==> config.mk <==
export PLATFORM = sky130hd
export DESIGN_NAME = pfg_top
export DESIGN_NICKNAME = d
export VERILOG_FILES = /design/src/verilog/pfg_sync.v /design/src/verilog/pfg_pin_cell.v /design/src/verilog/pfg_top.v
export VERILOG_INCLUDE_DIRS = /design/src /design/src/verilog
export SDC_FILE = /design/constraint.sdc
export NUM_CORES = 1
export LEC_CHECK = 0
export ABC_CLOCK_PERIOD_IN_PS = 3000
export BUFFER_PORTS_ARGS = -buffer_cell sky130_fd_sc_hd__buf_2
export CORE_ASPECT_RATIO = 2
export CORE_UTILIZATION = 50
export DETAILED_ROUTE_END_ITERATION = 6
export PLACE_DENSITY_LB_ADDON = 0.12
export SLEW_MARGIN = 0
export SYNTH_ARGS = -nofsm -noshare
export SYNTH_HDL_FRONTEND = slang
export SYNTH_HIERARCHICAL = 1
export SYNTH_SLANG_ARGS = --single-unit
==> constraint.sdc <==
create_clock -name core_clk -period 3 [get_ports core_clk]
set_input_delay 0.45 -clock core_clk [delete_from_list [all_inputs] [get_ports core_clk]]
set_output_delay 0.45 -clock core_clk [all_outputs]
set_load 0.01 [all_outputs]
==> src/verilog/pfg_map.vh <==
// Constants for the port F/G override and port register block
`ifndef PFG_MAP_VH
`define PFG_MAP_VH

// Geometry
`define PFG_W           8
`define PFG_NPORT       5
`define PFG_NPIN        40
`define PFG_G_UNUSED    3
`define PFG_PORT_A      0
`define PFG_PORT_B      1
`define PFG_PORT_C      2
`define PFG_PORT_F      3
`define PFG_PORT_G      4
`define PFG_IDX(p,b)    ((p)*`PFG_W+(b))
`define PFG_PIN_VALID   40'h1FFFFFFFFF
`define PFG_G_MASK      8'h1F
`define PFG_FULL_MASK   8'hFF

// Pin positions inside a port
`define PFG_TDI_BIT     7
`define PFG_TDO_BIT     6
`define PFG_TMS_BIT     5
`define PFG_TCK_BIT     4
`define PFG_F_UPPER_LO  4
`define PFG_OSCI_BIT    4
`define PFG_OSCO_BIT    3
`define PFG_ALE_BIT     2
`define PFG_RD_BIT      1
`define PFG_WR_BIT      0

// Register map: word index, byte address is four times index
`define PFG_REGS_PER_PORT 3
`define PFG_KIND_DATA   0
`define PFG_KIND_DIR    1
`define PFG_KIND_PIN    2
`define PFG_IDX_CTRL    7'h0F
`define PFG_IDX_DIDR    7'h10
`define PFG_IDX_HI      8
`define PFG_IDX_LO      2
`define PFG_IDX_W       7
`define PFG_UNMAP_LO    9
`define PFG_ALIGN_HI    1

// Control register fields
`define PFG_CTRL_AS     0
`define PFG_CTRL_EXTERNAL_CLOCK_SELECT  1
`define PFG_CTRL_SRE    2
`define PFG_CTRL_MASK   8'h07

// Reset values
`define PFG_RST_PINS    40'h0000000000
`define PFG_RST_BYTE    8'h00
`define PFG_RST_WORD    32'h00000000

// AHB-Lite encodings
`define PFG_HTRANS_ACT  1
`define PFG_HSIZE_WORD  3'h2
`define PFG_HRESP_OKAY  1'b0

`endif

==> src/verilog/pfg_sync.v <==
// Two-flop synchroniser for one pin level
`timescale 1ns/10ps
module pfg_sync (
  input  wire core_clk,  // System clock
  input  wire rst,       // Synchronous reset, high
  input  wire ce,        // Clock enable
  input  wire asyncIn,   // Level from a pad
  output wire syncOut    // Level in core domain
);

  reg metaQ;  // First stage, read only by second
  reg syncQ;  // Second stage

  // Two stages; reset value only hides start-up unknowns
  always @(posedge core_clk) begin
    if (rst) begin
      metaQ <= 1'b0;
      syncQ <= 1'b0;
    end else if (ce) begin
      metaQ <= asyncIn;
      syncQ <= metaQ;
    end
  end

  assign syncOut = syncQ;

endmodule

==> src/verilog/pfg_pin_cell.v <==
// One pin: override selection between port registers and functions
`timescale 1ns/10ps
module pfg_pin_cell (
  input  wire portData,  // Output data register bit
  input  wire portDir,   // Direction register bit
  input  wire pinLevel,  // Synchronised pad level
  input  wire pullup_override_enable,      // Pull-up override enable
  input  wire pullup_override_value,      // Pull-up override value
  input  wire direction_override_enable,      // Direction override enable
  input  wire direction_override_value,      // Direction override value
  input  wire out_value_override_enable,      // Output value override enable
  input  wire out_value_override_value,      // Output value override value
  input  wire input_enable_override_enable,     // Input enable override enable
  input  wire input_enable_override_value,     // Input enable override value
  output wire padOut,    // Value driven to pad
  output wire padOe,     // Pad driver enable, high drives
  output wire padPull,   // Pull-up enable
  output wire digIn      // Gated digital input
);

  wire normPull;  // Pull-up from registers: input with data one

  // Register path pull-up only applies to an input pin
  assign normPull = portData & ~portDir;

  // Each attribute takes its override when enabled
  assign padOe   = direction_override_enable ? direction_override_value : portDir;
  assign padOut  = out_value_override_enable ? out_value_override_value : portData;
  assign padPull = pullup_override_enable ? pullup_override_value : normPull;
  // Disabled input buffer reads as zero
  assign digIn   = pinLevel & (input_enable_override_enable ? input_enable_override_value : 1'b1);

endmodule

==> src/verilog/pfg_top.v <==
// Port F/G override logic with port registers on AHB-Lite
//
// The AHB-Lite register port and the register addresses were left to the implementer.
`timescale 1ns/10ps
`include "pfg_map.vh"
module pfg_top (
  input  wire        core_clk,          // System clock, 40 MHz
  input  wire        rst,               // Synchronous reset, high
  input  wire        ce,                // Clock enable, low freezes
  input  wire        hsel,              // AHB slave select
  input  wire [31:0] haddr,             // AHB address
  input  wire [1:0]  htrans,            // AHB transfer type
  input  wire        hwrite,            // AHB write
  input  wire [2:0]  hsize,             // AHB size
  input  wire [31:0] hwdata,            // AHB write data
  input  wire        hready,            // AHB bus ready in
  output wire        hreadyout,         // AHB slave ready
  output wire        hresp,             // AHB response, always OKAY
  output wire [31:0] hrdata,            // AHB read data
  input  wire [7:0]  paPin,             // Port A pad levels
  output wire [7:0]  paOut,             // Port A pad values
  output wire [7:0]  paOe,              // Port A driver enables
  output wire [7:0]  paPull,            // Port A pull-ups
  input  wire [7:0]  pbPin,             // Port B pad levels
  output wire [7:0]  pbOut,             // Port B pad values
  output wire [7:0]  pbOe,              // Port B driver enables
  output wire [7:0]  pbPull,            // Port B pull-ups
  input  wire [7:0]  pcPin,             // Port C pad levels
  output wire [7:0]  pcOut,             // Port C pad values
  output wire [7:0]  pcOe,              // Port C driver enables
  output wire [7:0]  pcPull,            // Port C pull-ups
  input  wire [7:0]  pfPin,             // Port F pad levels
  output wire [7:0]  pfOut,             // Port F pad values
  output wire [7:0]  pfOe,              // Port F driver enables
  output wire [7:0]  pfPull,            // Port F pull-ups
  input  wire [4:0]  pgPin,             // Port G pad levels
  output wire [4:0]  pgOut,             // Port G pad values
  output wire [4:0]  pgOe,              // Port G driver enables
  output wire [4:0]  pgPull,            // Port G pull-ups
  input  wire        testPortEnable,    // Test port enable level
  input  wire        instrShiftState,   // Test controller in instruction shift
  input  wire        dataShiftState,    // Test controller in data shift
  input  wire        testDataOut,       // Serial test data out
  output wire        testDataIn,        // Test data in to controller
  output wire        testModeSel,       // Test mode select to controller
  output wire        testClock,         // Test clock to controller
  input  wire        memAddrLatch,      // External memory address latch strobe
  input  wire        memReadStrobe,     // External memory read strobe
  input  wire        memWriteStrobe,    // External memory write strobe
  output wire        asyncClkSel,       // Timer oscillator select, to timer
  output wire        extClkSel,         // External clock select, to timer
  output wire        extMemEn,          // External memory enable, to memory unit
  output wire [7:0]  convDigitalDisable // Converter digital disable bits
);

  integer i;                                 // Loop index for combinational blocks
  integer p;                                 // Port index in loops
  genvar  g;                                 // Per-pin generate index

  // Register state
  reg  [`PFG_NPIN-1:0]  dataQ;               // Output data, all ports
  reg  [`PFG_NPIN-1:0]  dataD;               // Next output data
  reg  [`PFG_NPIN-1:0]  dirQ;                // Direction, all ports
  reg  [`PFG_NPIN-1:0]  dirD;                // Next direction
  reg  [`PFG_W-1:0]     ctrlQ;               // Oscillator and memory select bits
  reg  [`PFG_W-1:0]     ctrlD;               // Next control
  reg  [`PFG_W-1:0]     didrQ;               // Converter digital disable
  reg  [`PFG_W-1:0]     didrD;               // Next digital disable

  // Bus state
  reg                   wrPendQ;             // Write data phase pending
  reg                   rdWaitQ;             // Read wait state
  reg  [`PFG_IDX_W-1:0] idxQ;                // Word index of data phase
  reg                   mapQ;                // Address of data phase mapped
  reg  [31:0]           rdataQ;              // Read data register
  reg  [31:0]           rdataD;              // Read data mux
  wire                  busTake;             // Address phase accepted
  wire                  mapOk;               // Address is mapped and aligned

  // Override vectors, one bit per pin
  reg  [`PFG_NPIN-1:0]  ovPuOe;              // Pull-up override enables
  reg  [`PFG_NPIN-1:0]  ovPuOv;              // Pull-up override values
  reg  [`PFG_NPIN-1:0]  ovDdOe;              // Direction override enables
  reg  [`PFG_NPIN-1:0]  ovDdOv;              // Direction override values
  reg  [`PFG_NPIN-1:0]  ovPvOe;              // Output value override enables
  reg  [`PFG_NPIN-1:0]  ovPvOv;              // Output value override values
  reg  [`PFG_NPIN-1:0]  ovPtOe;              // Pin toggle override enables
  reg  [`PFG_NPIN-1:0]  ovDieOe;             // Input enable override enables
  reg  [`PFG_NPIN-1:0]  ovDieOv;             // Input enable override values

  // Pin side vectors
  wire [`PFG_NPIN-1:0]  pinRaw;              // Pad levels, flattened
  wire [`PFG_NPIN-1:0]  pinSync;             // Synchronised pad levels
  wire [`PFG_NPIN-1:0]  digIn;               // Gated digital inputs
  wire [`PFG_NPIN-1:0]  padOut;              // Pad values
  wire [`PFG_NPIN-1:0]  padOe;               // Pad enables
  wire [`PFG_NPIN-1:0]  padPull;             // Pad pull-ups
  wire [`PFG_NPIN-1:0]  padOutM;             // Pad values, absent pins zero
  wire [`PFG_NPIN-1:0]  padOeM;              // Pad enables, absent pins zero
  wire [`PFG_NPIN-1:0]  padPullM;            // Pad pull-ups, absent pins zero

  // Control decode
  wire                  asSel;               // Timer oscillator select
  wire                  exSel;               // External clock select
  wire                  sreSel;              // External memory enable

  assign asSel  = ctrlQ[`PFG_CTRL_AS];
  assign exSel  = ctrlQ[`PFG_CTRL_EXTERNAL_CLOCK_SELECT];
  assign sreSel = ctrlQ[`PFG_CTRL_SRE];

  // Port mask: port G has five pins only
  function [`PFG_W-1:0] portMask;
    input integer port;
    begin
      portMask = (port == `PFG_PORT_G) ? `PFG_G_MASK : `PFG_FULL_MASK;
    end
  endfunction

  // Flatten pad levels, absent G pins tied low
  assign pinRaw = {{`PFG_G_UNUSED{1'b0}}, pgPin, pfPin, pcPin, pbPin, paPin};

  // Address phase accept and map check
  assign busTake = ce & hsel & hready & htrans[`PFG_HTRANS_ACT];
  assign mapOk   = (haddr[31:`PFG_UNMAP_LO] == 23'h000000) && (haddr[`PFG_ALIGN_HI:0] == 2'h0) &&
                   (haddr[`PFG_IDX_HI:`PFG_IDX_LO] <= `PFG_IDX_DIDR) && (hsize <= `PFG_HSIZE_WORD);

  // Bus phase tracking: writes land one edge after address, reads wait one cycle
  always @(posedge core_clk) begin
    if (rst) begin
      wrPendQ <= 1'b0;
      rdWaitQ <= 1'b0;
      idxQ    <= 7'h00;
      mapQ    <= 1'b0;
    end else if (ce) begin
      wrPendQ <= busTake & hwrite;
      rdWaitQ <= busTake & ~hwrite;
      if (busTake) begin
        // Latch address for data phase
        idxQ <= haddr[`PFG_IDX_HI:`PFG_IDX_LO];
        mapQ <= mapOk;
      end
    end
  end

  // Read ready: one wait state; writes never stall
  assign hreadyout = ~rdWaitQ;
  assign hresp     = `PFG_HRESP_OKAY;
  assign hrdata    = rdataQ;

  // Override table for ports F and G; A, B, C have none
  always @* begin
    ovPuOe  = `PFG_RST_PINS;
    ovPuOv  = `PFG_RST_PINS;
    ovDdOe  = `PFG_RST_PINS;
    ovDdOv  = `PFG_RST_PINS;
    ovPvOe  = `PFG_RST_PINS;
    ovPvOv  = `PFG_RST_PINS;
    ovPtOe  = `PFG_RST_PINS;
    ovDieOe = `PFG_RST_PINS;
    ovDieOv = `PFG_RST_PINS;
    // Upper port F: test port takes pull, direction, value
    for (i = `PFG_F_UPPER_LO; i < `PFG_W; i = i + 1) begin
      ovPuOe[`PFG_IDX(`PFG_PORT_F, i)]  = testPortEnable;
      ovPuOv[`PFG_IDX(`PFG_PORT_F, i)]  = testPortEnable;
      ovDdOe[`PFG_IDX(`PFG_PORT_F, i)]  = testPortEnable;
      ovPvOe[`PFG_IDX(`PFG_PORT_F, i)]  = testPortEnable;
      ovDieOe[`PFG_IDX(`PFG_PORT_F, i)] = testPortEnable | didrQ[i];
      ovDieOv[`PFG_IDX(`PFG_PORT_F, i)] = testPortEnable;
    end
    // Test data out pin drives only while shifting
    ovDdOv[`PFG_IDX(`PFG_PORT_F, `PFG_TDO_BIT)]  = instrShiftState | dataShiftState;
    ovPvOv[`PFG_IDX(`PFG_PORT_F, `PFG_TDO_BIT)]  = testDataOut;
    ovDieOv[`PFG_IDX(`PFG_PORT_F, `PFG_TDO_BIT)] = 1'b0;
    // Lower port F: converter disable only
    for (i = 0; i < `PFG_F_UPPER_LO; i = i + 1) begin
      ovDieOe[`PFG_IDX(`PFG_PORT_F, i)] = didrQ[i];
    end
    // G4: oscillator amplifier input
    ovPuOe[`PFG_IDX(`PFG_PORT_G, `PFG_OSCI_BIT)]  = asSel;
    ovDdOe[`PFG_IDX(`PFG_PORT_G, `PFG_OSCI_BIT)]  = asSel;
    ovDieOe[`PFG_IDX(`PFG_PORT_G, `PFG_OSCI_BIT)] = asSel;
    ovDieOv[`PFG_IDX(`PFG_PORT_G, `PFG_OSCI_BIT)] = exSel;
    // G3: oscillator amplifier output
    ovPuOe[`PFG_IDX(`PFG_PORT_G, `PFG_OSCO_BIT)]  = asSel & exSel;
    ovDdOe[`PFG_IDX(`PFG_PORT_G, `PFG_OSCO_BIT)]  = asSel & exSel;
    ovDieOe[`PFG_IDX(`PFG_PORT_G, `PFG_OSCO_BIT)] = asSel;
    // G2..G0: external memory strobes, outputs without pull-up
    for (i = `PFG_WR_BIT; i <= `PFG_ALE_BIT; i = i + 1) begin
      ovPuOe[`PFG_IDX(`PFG_PORT_G, i)] = sreSel;
      ovDdOe[`PFG_IDX(`PFG_PORT_G, i)] = sreSel;
      ovDdOv[`PFG_IDX(`PFG_PORT_G, i)] = 1'b1;
      ovPvOe[`PFG_IDX(`PFG_PORT_G, i)] = sreSel;
    end
    ovPvOv[`PFG_IDX(`PFG_PORT_G, `PFG_ALE_BIT)] = memAddrLatch;
    ovPvOv[`PFG_IDX(`PFG_PORT_G, `PFG_RD_BIT)]  = memReadStrobe;
    ovPvOv[`PFG_IDX(`PFG_PORT_G, `PFG_WR_BIT)]  = memWriteStrobe;
  end

  // Per-pin synchroniser and override cell
  generate
    for (g = 0; g < `PFG_NPIN; g = g + 1) begin : gPin
      pfg_sync uSync (
        .core_clk (core_clk),
        .rst      (rst),
        .ce       (ce),
        .asyncIn  (pinRaw[g]),
        .syncOut  (pinSync[g])
      );
      pfg_pin_cell uCell (
        .portData (dataQ[g]),
        .portDir  (dirQ[g]),
        .pinLevel (pinSync[g]),
        .pullup_override_enable     (ovPuOe[g]),
        .pullup_override_value     (ovPuOv[g]),
        .direction_override_enable     (ovDdOe[g]),
        .direction_override_value     (ovDdOv[g]),
        .out_value_override_enable     (ovPvOe[g]),
        .out_value_override_value     (ovPvOv[g]),
        .input_enable_override_enable    (ovDieOe[g]),
        .input_enable_override_value    (ovDieOv[g]),
        .padOut   (padOut[g]),
        .padOe    (padOe[g]),
        .padPull  (padPull[g]),
        .digIn    (digIn[g])
      );
    end
  endgenerate

  // Absent G pins never drive
  assign padOutM  = padOut & `PFG_PIN_VALID;
  assign padOeM   = padOe & `PFG_PIN_VALID;
  assign padPullM = padPull & `PFG_PIN_VALID;

  // Pad outputs per port
  assign paOut  = padOutM[`PFG_IDX(`PFG_PORT_A, 0) +: `PFG_W];
  assign paOe   = padOeM[`PFG_IDX(`PFG_PORT_A, 0) +: `PFG_W];
  assign paPull = padPullM[`PFG_IDX(`PFG_PORT_A, 0) +: `PFG_W];
  assign pbOut  = padOutM[`PFG_IDX(`PFG_PORT_B, 0) +: `PFG_W];
  assign pbOe   = padOeM[`PFG_IDX(`PFG_PORT_B, 0) +: `PFG_W];
  assign pbPull = padPullM[`PFG_IDX(`PFG_PORT_B, 0) +: `PFG_W];
  assign pcOut  = padOutM[`PFG_IDX(`PFG_PORT_C, 0) +: `PFG_W];
  assign pcOe   = padOeM[`PFG_IDX(`PFG_PORT_C, 0) +: `PFG_W];
  assign pcPull = padPullM[`PFG_IDX(`PFG_PORT_C, 0) +: `PFG_W];
  assign pfOut  = padOutM[`PFG_IDX(`PFG_PORT_F, 0) +: `PFG_W];
  assign pfOe   = padOeM[`PFG_IDX(`PFG_PORT_F, 0) +: `PFG_W];
  assign pfPull = padPullM[`PFG_IDX(`PFG_PORT_F, 0) +: `PFG_W];
  assign pgOut  = padOutM[`PFG_IDX(`PFG_PORT_G, 0) +: 5];
  assign pgOe   = padOeM[`PFG_IDX(`PFG_PORT_G, 0) +: 5];
  assign pgPull = padPullM[`PFG_IDX(`PFG_PORT_G, 0) +: 5];

  // Digital inputs to the test controller
  assign testDataIn  = digIn[`PFG_IDX(`PFG_PORT_F, `PFG_TDI_BIT)];
  assign testModeSel = digIn[`PFG_IDX(`PFG_PORT_F, `PFG_TMS_BIT)];
  assign testClock   = digIn[`PFG_IDX(`PFG_PORT_F, `PFG_TCK_BIT)];

  // Control bits to peripherals
  assign asyncClkSel        = asSel;
  assign extClkSel          = exSel;
  assign extMemEn           = sreSel;
  assign convDigitalDisable = didrQ;

  // Next register values: data phase write, pin-register toggles
  always @* begin
    dataD = dataQ;
    dirD  = dirQ;
    ctrlD = ctrlQ;
    didrD = didrQ;
    if (wrPendQ && mapQ) begin
      for (p = 0; p < `PFG_NPORT; p = p + 1) begin
        // Output data register write
        if (idxQ == p * `PFG_REGS_PER_PORT + `PFG_KIND_DATA) begin
          dataD[p*`PFG_W +: `PFG_W] = hwdata[`PFG_W-1:0] & portMask(p);
        end
        // Direction register write
        if (idxQ == p * `PFG_REGS_PER_PORT + `PFG_KIND_DIR) begin
          dirD[p*`PFG_W +: `PFG_W] = hwdata[`PFG_W-1:0] & portMask(p);
        end
        // Writing ones to the pin register flips the data bits
        if (idxQ == p * `PFG_REGS_PER_PORT + `PFG_KIND_PIN) begin
          dataD[p*`PFG_W +: `PFG_W] = dataQ[p*`PFG_W +: `PFG_W] ^ (hwdata[`PFG_W-1:0] & portMask(p));
        end
      end
      // Own control registers
      if (idxQ == `PFG_IDX_CTRL) begin
        ctrlD = hwdata[`PFG_W-1:0] & `PFG_CTRL_MASK;
      end
      if (idxQ == `PFG_IDX_DIDR) begin
        didrD = hwdata[`PFG_W-1:0];
      end
    end
    // Toggle override flips data; held at zero on F and G
    dataD = dataD ^ ovPtOe;
  end

  // Register storage
  always @(posedge core_clk) begin
    if (rst) begin
      dataQ <= `PFG_RST_PINS;
      dirQ  <= `PFG_RST_PINS;
      ctrlQ <= `PFG_RST_BYTE;
      didrQ <= `PFG_RST_BYTE;
    end else if (ce) begin
      dataQ <= dataD;
      dirQ  <= dirD;
      ctrlQ <= ctrlD;
      didrQ <= didrD;
    end
  end

  // Read mux; pin register shows gated synchronised pads
  always @* begin
    rdataD = `PFG_RST_WORD;
    if (mapQ) begin
      for (p = 0; p < `PFG_NPORT; p = p + 1) begin
        if (idxQ == p * `PFG_REGS_PER_PORT + `PFG_KIND_DATA) begin
          rdataD[`PFG_W-1:0] = dataQ[p*`PFG_W +: `PFG_W];
        end
        if (idxQ == p * `PFG_REGS_PER_PORT + `PFG_KIND_DIR) begin
          rdataD[`PFG_W-1:0] = dirQ[p*`PFG_W +: `PFG_W];
        end
        if (idxQ == p * `PFG_REGS_PER_PORT + `PFG_KIND_PIN) begin
          rdataD[`PFG_W-1:0] = digIn[p*`PFG_W +: `PFG_W] & portMask(p);
        end
      end
      if (idxQ == `PFG_IDX_CTRL) begin
        rdataD[`PFG_W-1:0] = ctrlQ;
      end
      if (idxQ == `PFG_IDX_DIDR) begin
        rdataD[`PFG_W-1:0] = didrQ;
      end
    end
  end

  // Read data loads in the wait cycle, after any earlier write landed
  always @(posedge core_clk) begin
    if (rst) begin
      rdataQ <= `PFG_RST_WORD;
    end else if (ce && rdWaitQ) begin
      rdataQ <= rdataD;
    end
  end

endmodule

; ---- Word-level counts from Yosys, hierarchy flattened
; Cells that the tools add are included.
[totals]
input_bits = 119
regBits = 180
out_inout_bits = 159
wordCells = 300
[classes]
n_bitwise = 102
n_reduce_logical = 26
eq_ne = 16
n_lt_le_gt_ge = 2
n_mux = 63
[op_table]
columns = cell, count
row1 = $mux 8, 28
row2 = $eq 7x4->1 const B, 8
row3 = $and 1x1->1, 53
row4 = $not 1->1, 39
row5 = $reduce_and 3->1, 12
row6 = $mux 1, 35
row7 = $xor 8x8->8, 4
row8 = $eq 7x3->1 const B, 4
row9 = $logic_not 23->1, 1
row10 = $eq 7x2->1 const B, 2
row11 = $reduce_bool 2->1, 5
row12 = $xor 8x5->8, 1
row13 = $eq 7x1->1 const B, 1
row14 = $eq 7x5->1 const B, 1
row15 = $le 7x5->1 const B, 1
row16 = $logic_not 7->1, 1
row17 = $logic_and 1x1->1, 5
row18 = $or 1x1->1, 5
row19 = $le 3x2->1 const B, 1
row20 = $logic_not 2->1, 1
row21 = $reduce_and 2->1, 1

; ---- Logic depth before layout (Yosys ltp)
[depth]
ltp_word = 19
depth_mapped = 8
depth_no_buf = 7

; ---- Cells and area by module
; The synthesis kept the hierarchy.
[by_module_without_submodules]
columns = module, n_inst, seq_area_each_um2, area_per_inst_um2, cells_per_inst
row1 = pfg_top, 1, 2062.0, 5908.2, 749
row2 = pfg_sync, 37, 40.0, 67.6, 6
row3 = pfg_pin_cell, 37, 0.0, 56.3, 7

; ---- Worst setup path after synthesis
; OpenSTA, ideal clock, no wires.
[synth_path]
path_type = register to register
startpoint = register idxQ[4]
endpoint = register rdataQ[7], in the netlist hrdata[7]
setup_slack_ps = 1160
stages_incl_launch_ff = 7
setup_time_ps = 92
required_ps = 2908
arrival_ps = 1748
synth_period_minus_slack_ps = 1840
path_buffers = 2
cell_sequence = dfxtp_1 > clkbuf_2 > or4_1 > buf_2 > nor3_4 > a221oi_1 > o32ai_1
[synth_between]
elab_chain_len = 19
word_cells_on_any_way = 35
cone_classes = 16 x eq/ne / 18 x mux / 1 x reduce/logical
[synth_lines]
columns = item, line_no
row1 = start: declaration, pfg_top.v:73  ; reg [`PFG_IDX_W-1:0] idxQ;
row2 = start signal: assignment, pfg_top.v:139  ; idxQ <= haddr[`PFG_IDX_HI:`PFG_IDX_LO];
row3 = $logic_not 7->1 (no line), --
row4 = $mux 8, pfg_top.v:315  ; if (idxQ == p * `PFG_REGS_PER_PORT + `PFG_KIND_DATA) begin
row5 = $mux 8, pfg_top.v:318  ; if (idxQ == p * `PFG_REGS_PER_PORT + `PFG_KIND_DIR) begin
row6 = $mux 8, pfg_top.v:321  ; if (idxQ == p * `PFG_REGS_PER_PORT + `PFG_KIND_PIN) begin
row7 = $mux 8, pfg_top.v:315
row8 = $mux 8, pfg_top.v:318
row9 = $mux 8, pfg_top.v:321
row10 = $mux 8, pfg_top.v:315
row11 = [... 3 more ...], --
row12 = $mux 8, pfg_top.v:318
row13 = $mux 8, pfg_top.v:321
row14 = $mux 8, pfg_top.v:315
row15 = $mux 8, pfg_top.v:318
row16 = $mux 8, pfg_top.v:321
row17 = $mux 8, pfg_top.v:325  ; if (idxQ == `PFG_IDX_CTRL) begin
row18 = $mux 8 (*), pfg_top.v:328  ; if (idxQ == `PFG_IDX_DIDR) begin
row19 = $mux 8 (*), pfg_top.v:313  ; if (mapQ) begin
row20 = end signal: assignment, pfg_top.v:337  ; rdataQ <= `PFG_RST_WORD;
row21 = end signal: assignment, pfg_top.v:339  ; rdataQ <= rdataD;
row22 = end: declaration, pfg_top.v:75  ; reg [31:0] rdataQ;
; Mark *: on every way between the ends. The rest lies on a longest branch, timed or not.
; A chain may end at the register's enable or synchronous reset.

; ---- Worst setup path after layout
[layout_path]
startpoint = register idxQ[3]
endpoint = register dataQ[24]
[layout_between]
elab_chain_len = 3
word_cells_on_any_way = 5
cone_classes = 2 x eq/ne / 1 x mux / 2 x reduce/logical
[layout_lines]
columns = item, line_no
row1 = $eq 7x4->1 (no line), --
row2 = $reduce_bool 2->1 (no line), --
row3 = $reduce_and 3->1 (no line), --
row4 = end signal: assignment, pfg_top.v:298  ; dataQ <= `PFG_RST_PINS;
row5 = end signal: assignment, pfg_top.v:303  ; dataQ <= dataD;
row6 = end: declaration, pfg_top.v:61  ; reg [`PFG_NPIN-1:0] dataQ;
; Parallel ways exist; a longest one is shown, timed or not.

==> metrics <==
status=finished clean; io pins=278; H-tree Lvls=4; clock-pin transition on the worst setup and hold timing paths=0.07 ns; GPL Wtd Cong=0.944; FFs w/ async S/R, synth=0; reg2reg start=idxQ[3]; Post-DP HPWL=23.6 mm; synth unique cells=62; top cell family by delay on the critical path=simple AND/OR/NAND/NOR gates; area leader, netlist=dfxtp_1; final hold vios=0; Final Critical Period=2.27 ns; First DRT Iteration DRCs=647; nets=1826; Mapped Cells=1230; layout cells sized above 1=0.221; CTS root buffer=clkbuf_16; top post-synthesis cells by area=dfxtp_1 34%, mux2i_1 11%, mux2_4 11%; global route overflow=0; Reg2Reg Setup Slack=0.73 ns; CORE AREA=0.0205 mm2; worst setup path startpoint=idxQ[3]; FF-to-FF End=dataQ[24]; Worst Hold Class=input port to flip-flop; die height=207 um; Syn Area/Cell=8.53 um2; # diodes=0; Pins Over Slew Limit=0; Remaining DRCs=0; fillers=1842; Ys Warns=6; Die W=104 um; first-pass GRT wire length=48.1 mm; drt wl/cell=15.6 um; pwr dens=394 mW/mm2; Post-synth EDFFs=0; finished layout cell area=0.0134 mm2; top cell type's share of synthesized area=0.338; VDD IR max=0.000372 V; WP data arrival=2.63 ns; post_cts resized=0; CP max stage delay=0.48 ns; WP depth=7; count of buffers from port buffering=227; global-route total usage across every layer=0.286; final setup vio count=0; number of global-route vias before repair=9298; Pre-Repair DR Iteration Count=5; hold_buf cts=0; Area Growth Syn to Fin=27.4%; worst hold slack=0.247 ns; Yosys reg bits=177; WP data required=3.36 ns; relative slew slack=0.481; CP bufs+invs=2; # clock sinks=177; crit path capture=dataQ[24]; fmax=440 MHz; path depth of the worst reg2reg path=7; worst-path maximum fanout=14; Max Buffers Root-to-Sink=2; routed wire length=31.0 mm; Placed Area=0.0128 mm2; max-cap violation count=0; Syn Std Cell Area=0.0105 mm2; Die Area=0.0216 mm2; initial antenna violation count=0; antenna violation net count after detailed routing=0; CP startpoint kind=flip-flop; Tcrit/Tclk final=0.757; total setup buffers inserted after CTS=0; Clock Latency Late Sink=0.44 ns; most used cell along the critical path=buf_4; Worst Max-Slew Pin Slew=0.779 ns; slowest CP cell=nor4b_4; sequential share of the synthesized area=0.338; final worst clock skew=0.0144 ns; CP Class=flip-flop to flip-flop; Leakage=6.05 nW; critical-path cell list=nor4b_4 -> buf_4 -> nand4_1 -> buf_4 -> mux2i_1 -> nand2_1 -> a21oi_1; largest net degree at the start of global routing=176; Site Rows=74; via count=10200; setup TNS=0 ns; CTS tree=built; CTS Buf Count=17; CP endpoint kind=flip-flop; RSZ-0062 raised after global routing=false; Initial Util=0.513; most used flip-flop cell after synthesis=dfxtp_1; final design utilization=0.653; Via density=5.16
-- per-stage QoR --
step / worst slack (ns) / cells / power, mW
2_1_floorplan: 1.16 / 1529 / 2.89
3_3_place_gp: 0.759 / 1954 / 3.10
3_5_place_dp: 0.758 / 1954 / 3.11
4_1_cts: 0.778 / 1986 / 5.29
5_1_grt: 0.576 / 1986 / 5.46
6_report: 0.728 / 1986 / 5.27
-- Yosys cell counts, types with 3 or more instances --
cell type,number
a2111oi_0,3
a211o_1,3
a211oi_1,4
a21boi_0,40
a21o_1,4
a21oi_1,81
a31oi_1,14
a32oi_1,12
and3_1,4
buf_1,5
buf_2,15
buf_4,29
clkbuf_1,38
dfxtp_1,177
inv_1,43
mux2_2,3
mux2_4,74
mux2i_1,115
mux4_2,10
nand2_1,158
nand2b_1,43
nand3_1,27
nand3b_1,9
nand4_1,15
nor2_1,128
nor2b_1,11
nor4_1,8
o211ai_1,5
o21ai_0,56
o21ai_1,37
o221ai_1,5
o22ai_1,7
o32ai_1,3
or2_2,5
-- power by group --
part / switching (mW) / internal (mW) / total, mW
Clock: 1.03 / 1.17 / 2.20
Sequential: 0.0313 / 2.40 / 2.43
Combinational: 0.359 / 0.277 / 0.636
-- per-layer routing --
| metal | up-vias | GRT usage | wire, um |
|---|---|---|---|
| met2 | 410 | 0.525 | 16100 |
| met5 | - | 0 | 0 |
| met4 | 0 | 0.176 | 1720 |
| met3 | 84 | 0.0405 | 1550 |
| li1 | 4993 | - | - |
| met1 | 4756 | 0.309 | 11700 |
-- kinds of logic (layout without fill, tap and decap cells) --
| group | Yosys count | count (layout) | synth area share |
|---|---|---|---|
| multiplexers | 202 | 202 | 0.240 |
| other | 2 | 301 | 0.000716 |
| buffers and inverters | 131 | 322 | 0.0592 |
| flip-flops | 177 | 177 | 0.338 |
| AO/OA/AOI/OAI | 291 | 291 | 0.170 |
| AND/OR/NAND/NOR | 427 | 427 | 0.192 |
-- sequential cells by signal, indices dropped and copies added (netlist names) --
name / flops
gPin.uSync/metaQ: 37
hrdata: 8
idxQ: 7
rdWaitQ: 1
wrPendQ: 1
gPin.uSync/syncOut: 37
dataQ: 37
ctrlQ: 3
dirQ: 37
mapQ: 1
convDigitalDisable: 8
-- tightest hold or removal path, stage by stage --
cell	delay, ns
buf_2	0.07
mux2i_1	0.05
nor2_1	0.07
-- cell type report --
cell class,count,area [um2],share of cell area
multi-input cells,1221,7450,0.557
flip-flops and latches,177,3550,0.265
repair buffers,247,1300,0.0975
clock buffers,18,429,0.0321
well taps,266,333,0.0249
inverters,43,161,0.0121
clock inverters,14,146,0.0109
-- how the worst min path moves through the flow --
stage	start	to	slack [ns]	depth (start not counted)
global route	pbPin[2]	gPin[10].uSync/metaQ	0.25	3
global placement	gPin[15].uSync/syncOut	gPin[15].uSync/syncOut	0.47	2
floorplan	dirQ[26]	dirQ[26]	0.45	2
finish	pcPin[2]	gPin[18].uSync/metaQ	0.25	3
CTS	pfPin[7]	gPin[31].uSync/metaQ	0.24	3
detailed placement	gPin[28].uSync/syncOut	gPin[28].uSync/syncOut	0.48	2
-- layout by cell type, fill, tap and decap left out, types with 56 or more instances in the layout --
master,netlist,routed
mux2_4,74,74
nand2_1,158,158
buf_2,15,225
conb_1,2,301
o21ai_0,56,56
a21oi_1,81,81
dfxtp_1,177,175
nor2_1,128,128
mux2i_1,115,115
No activity file was read; power rests on OpenSTA's default activity.
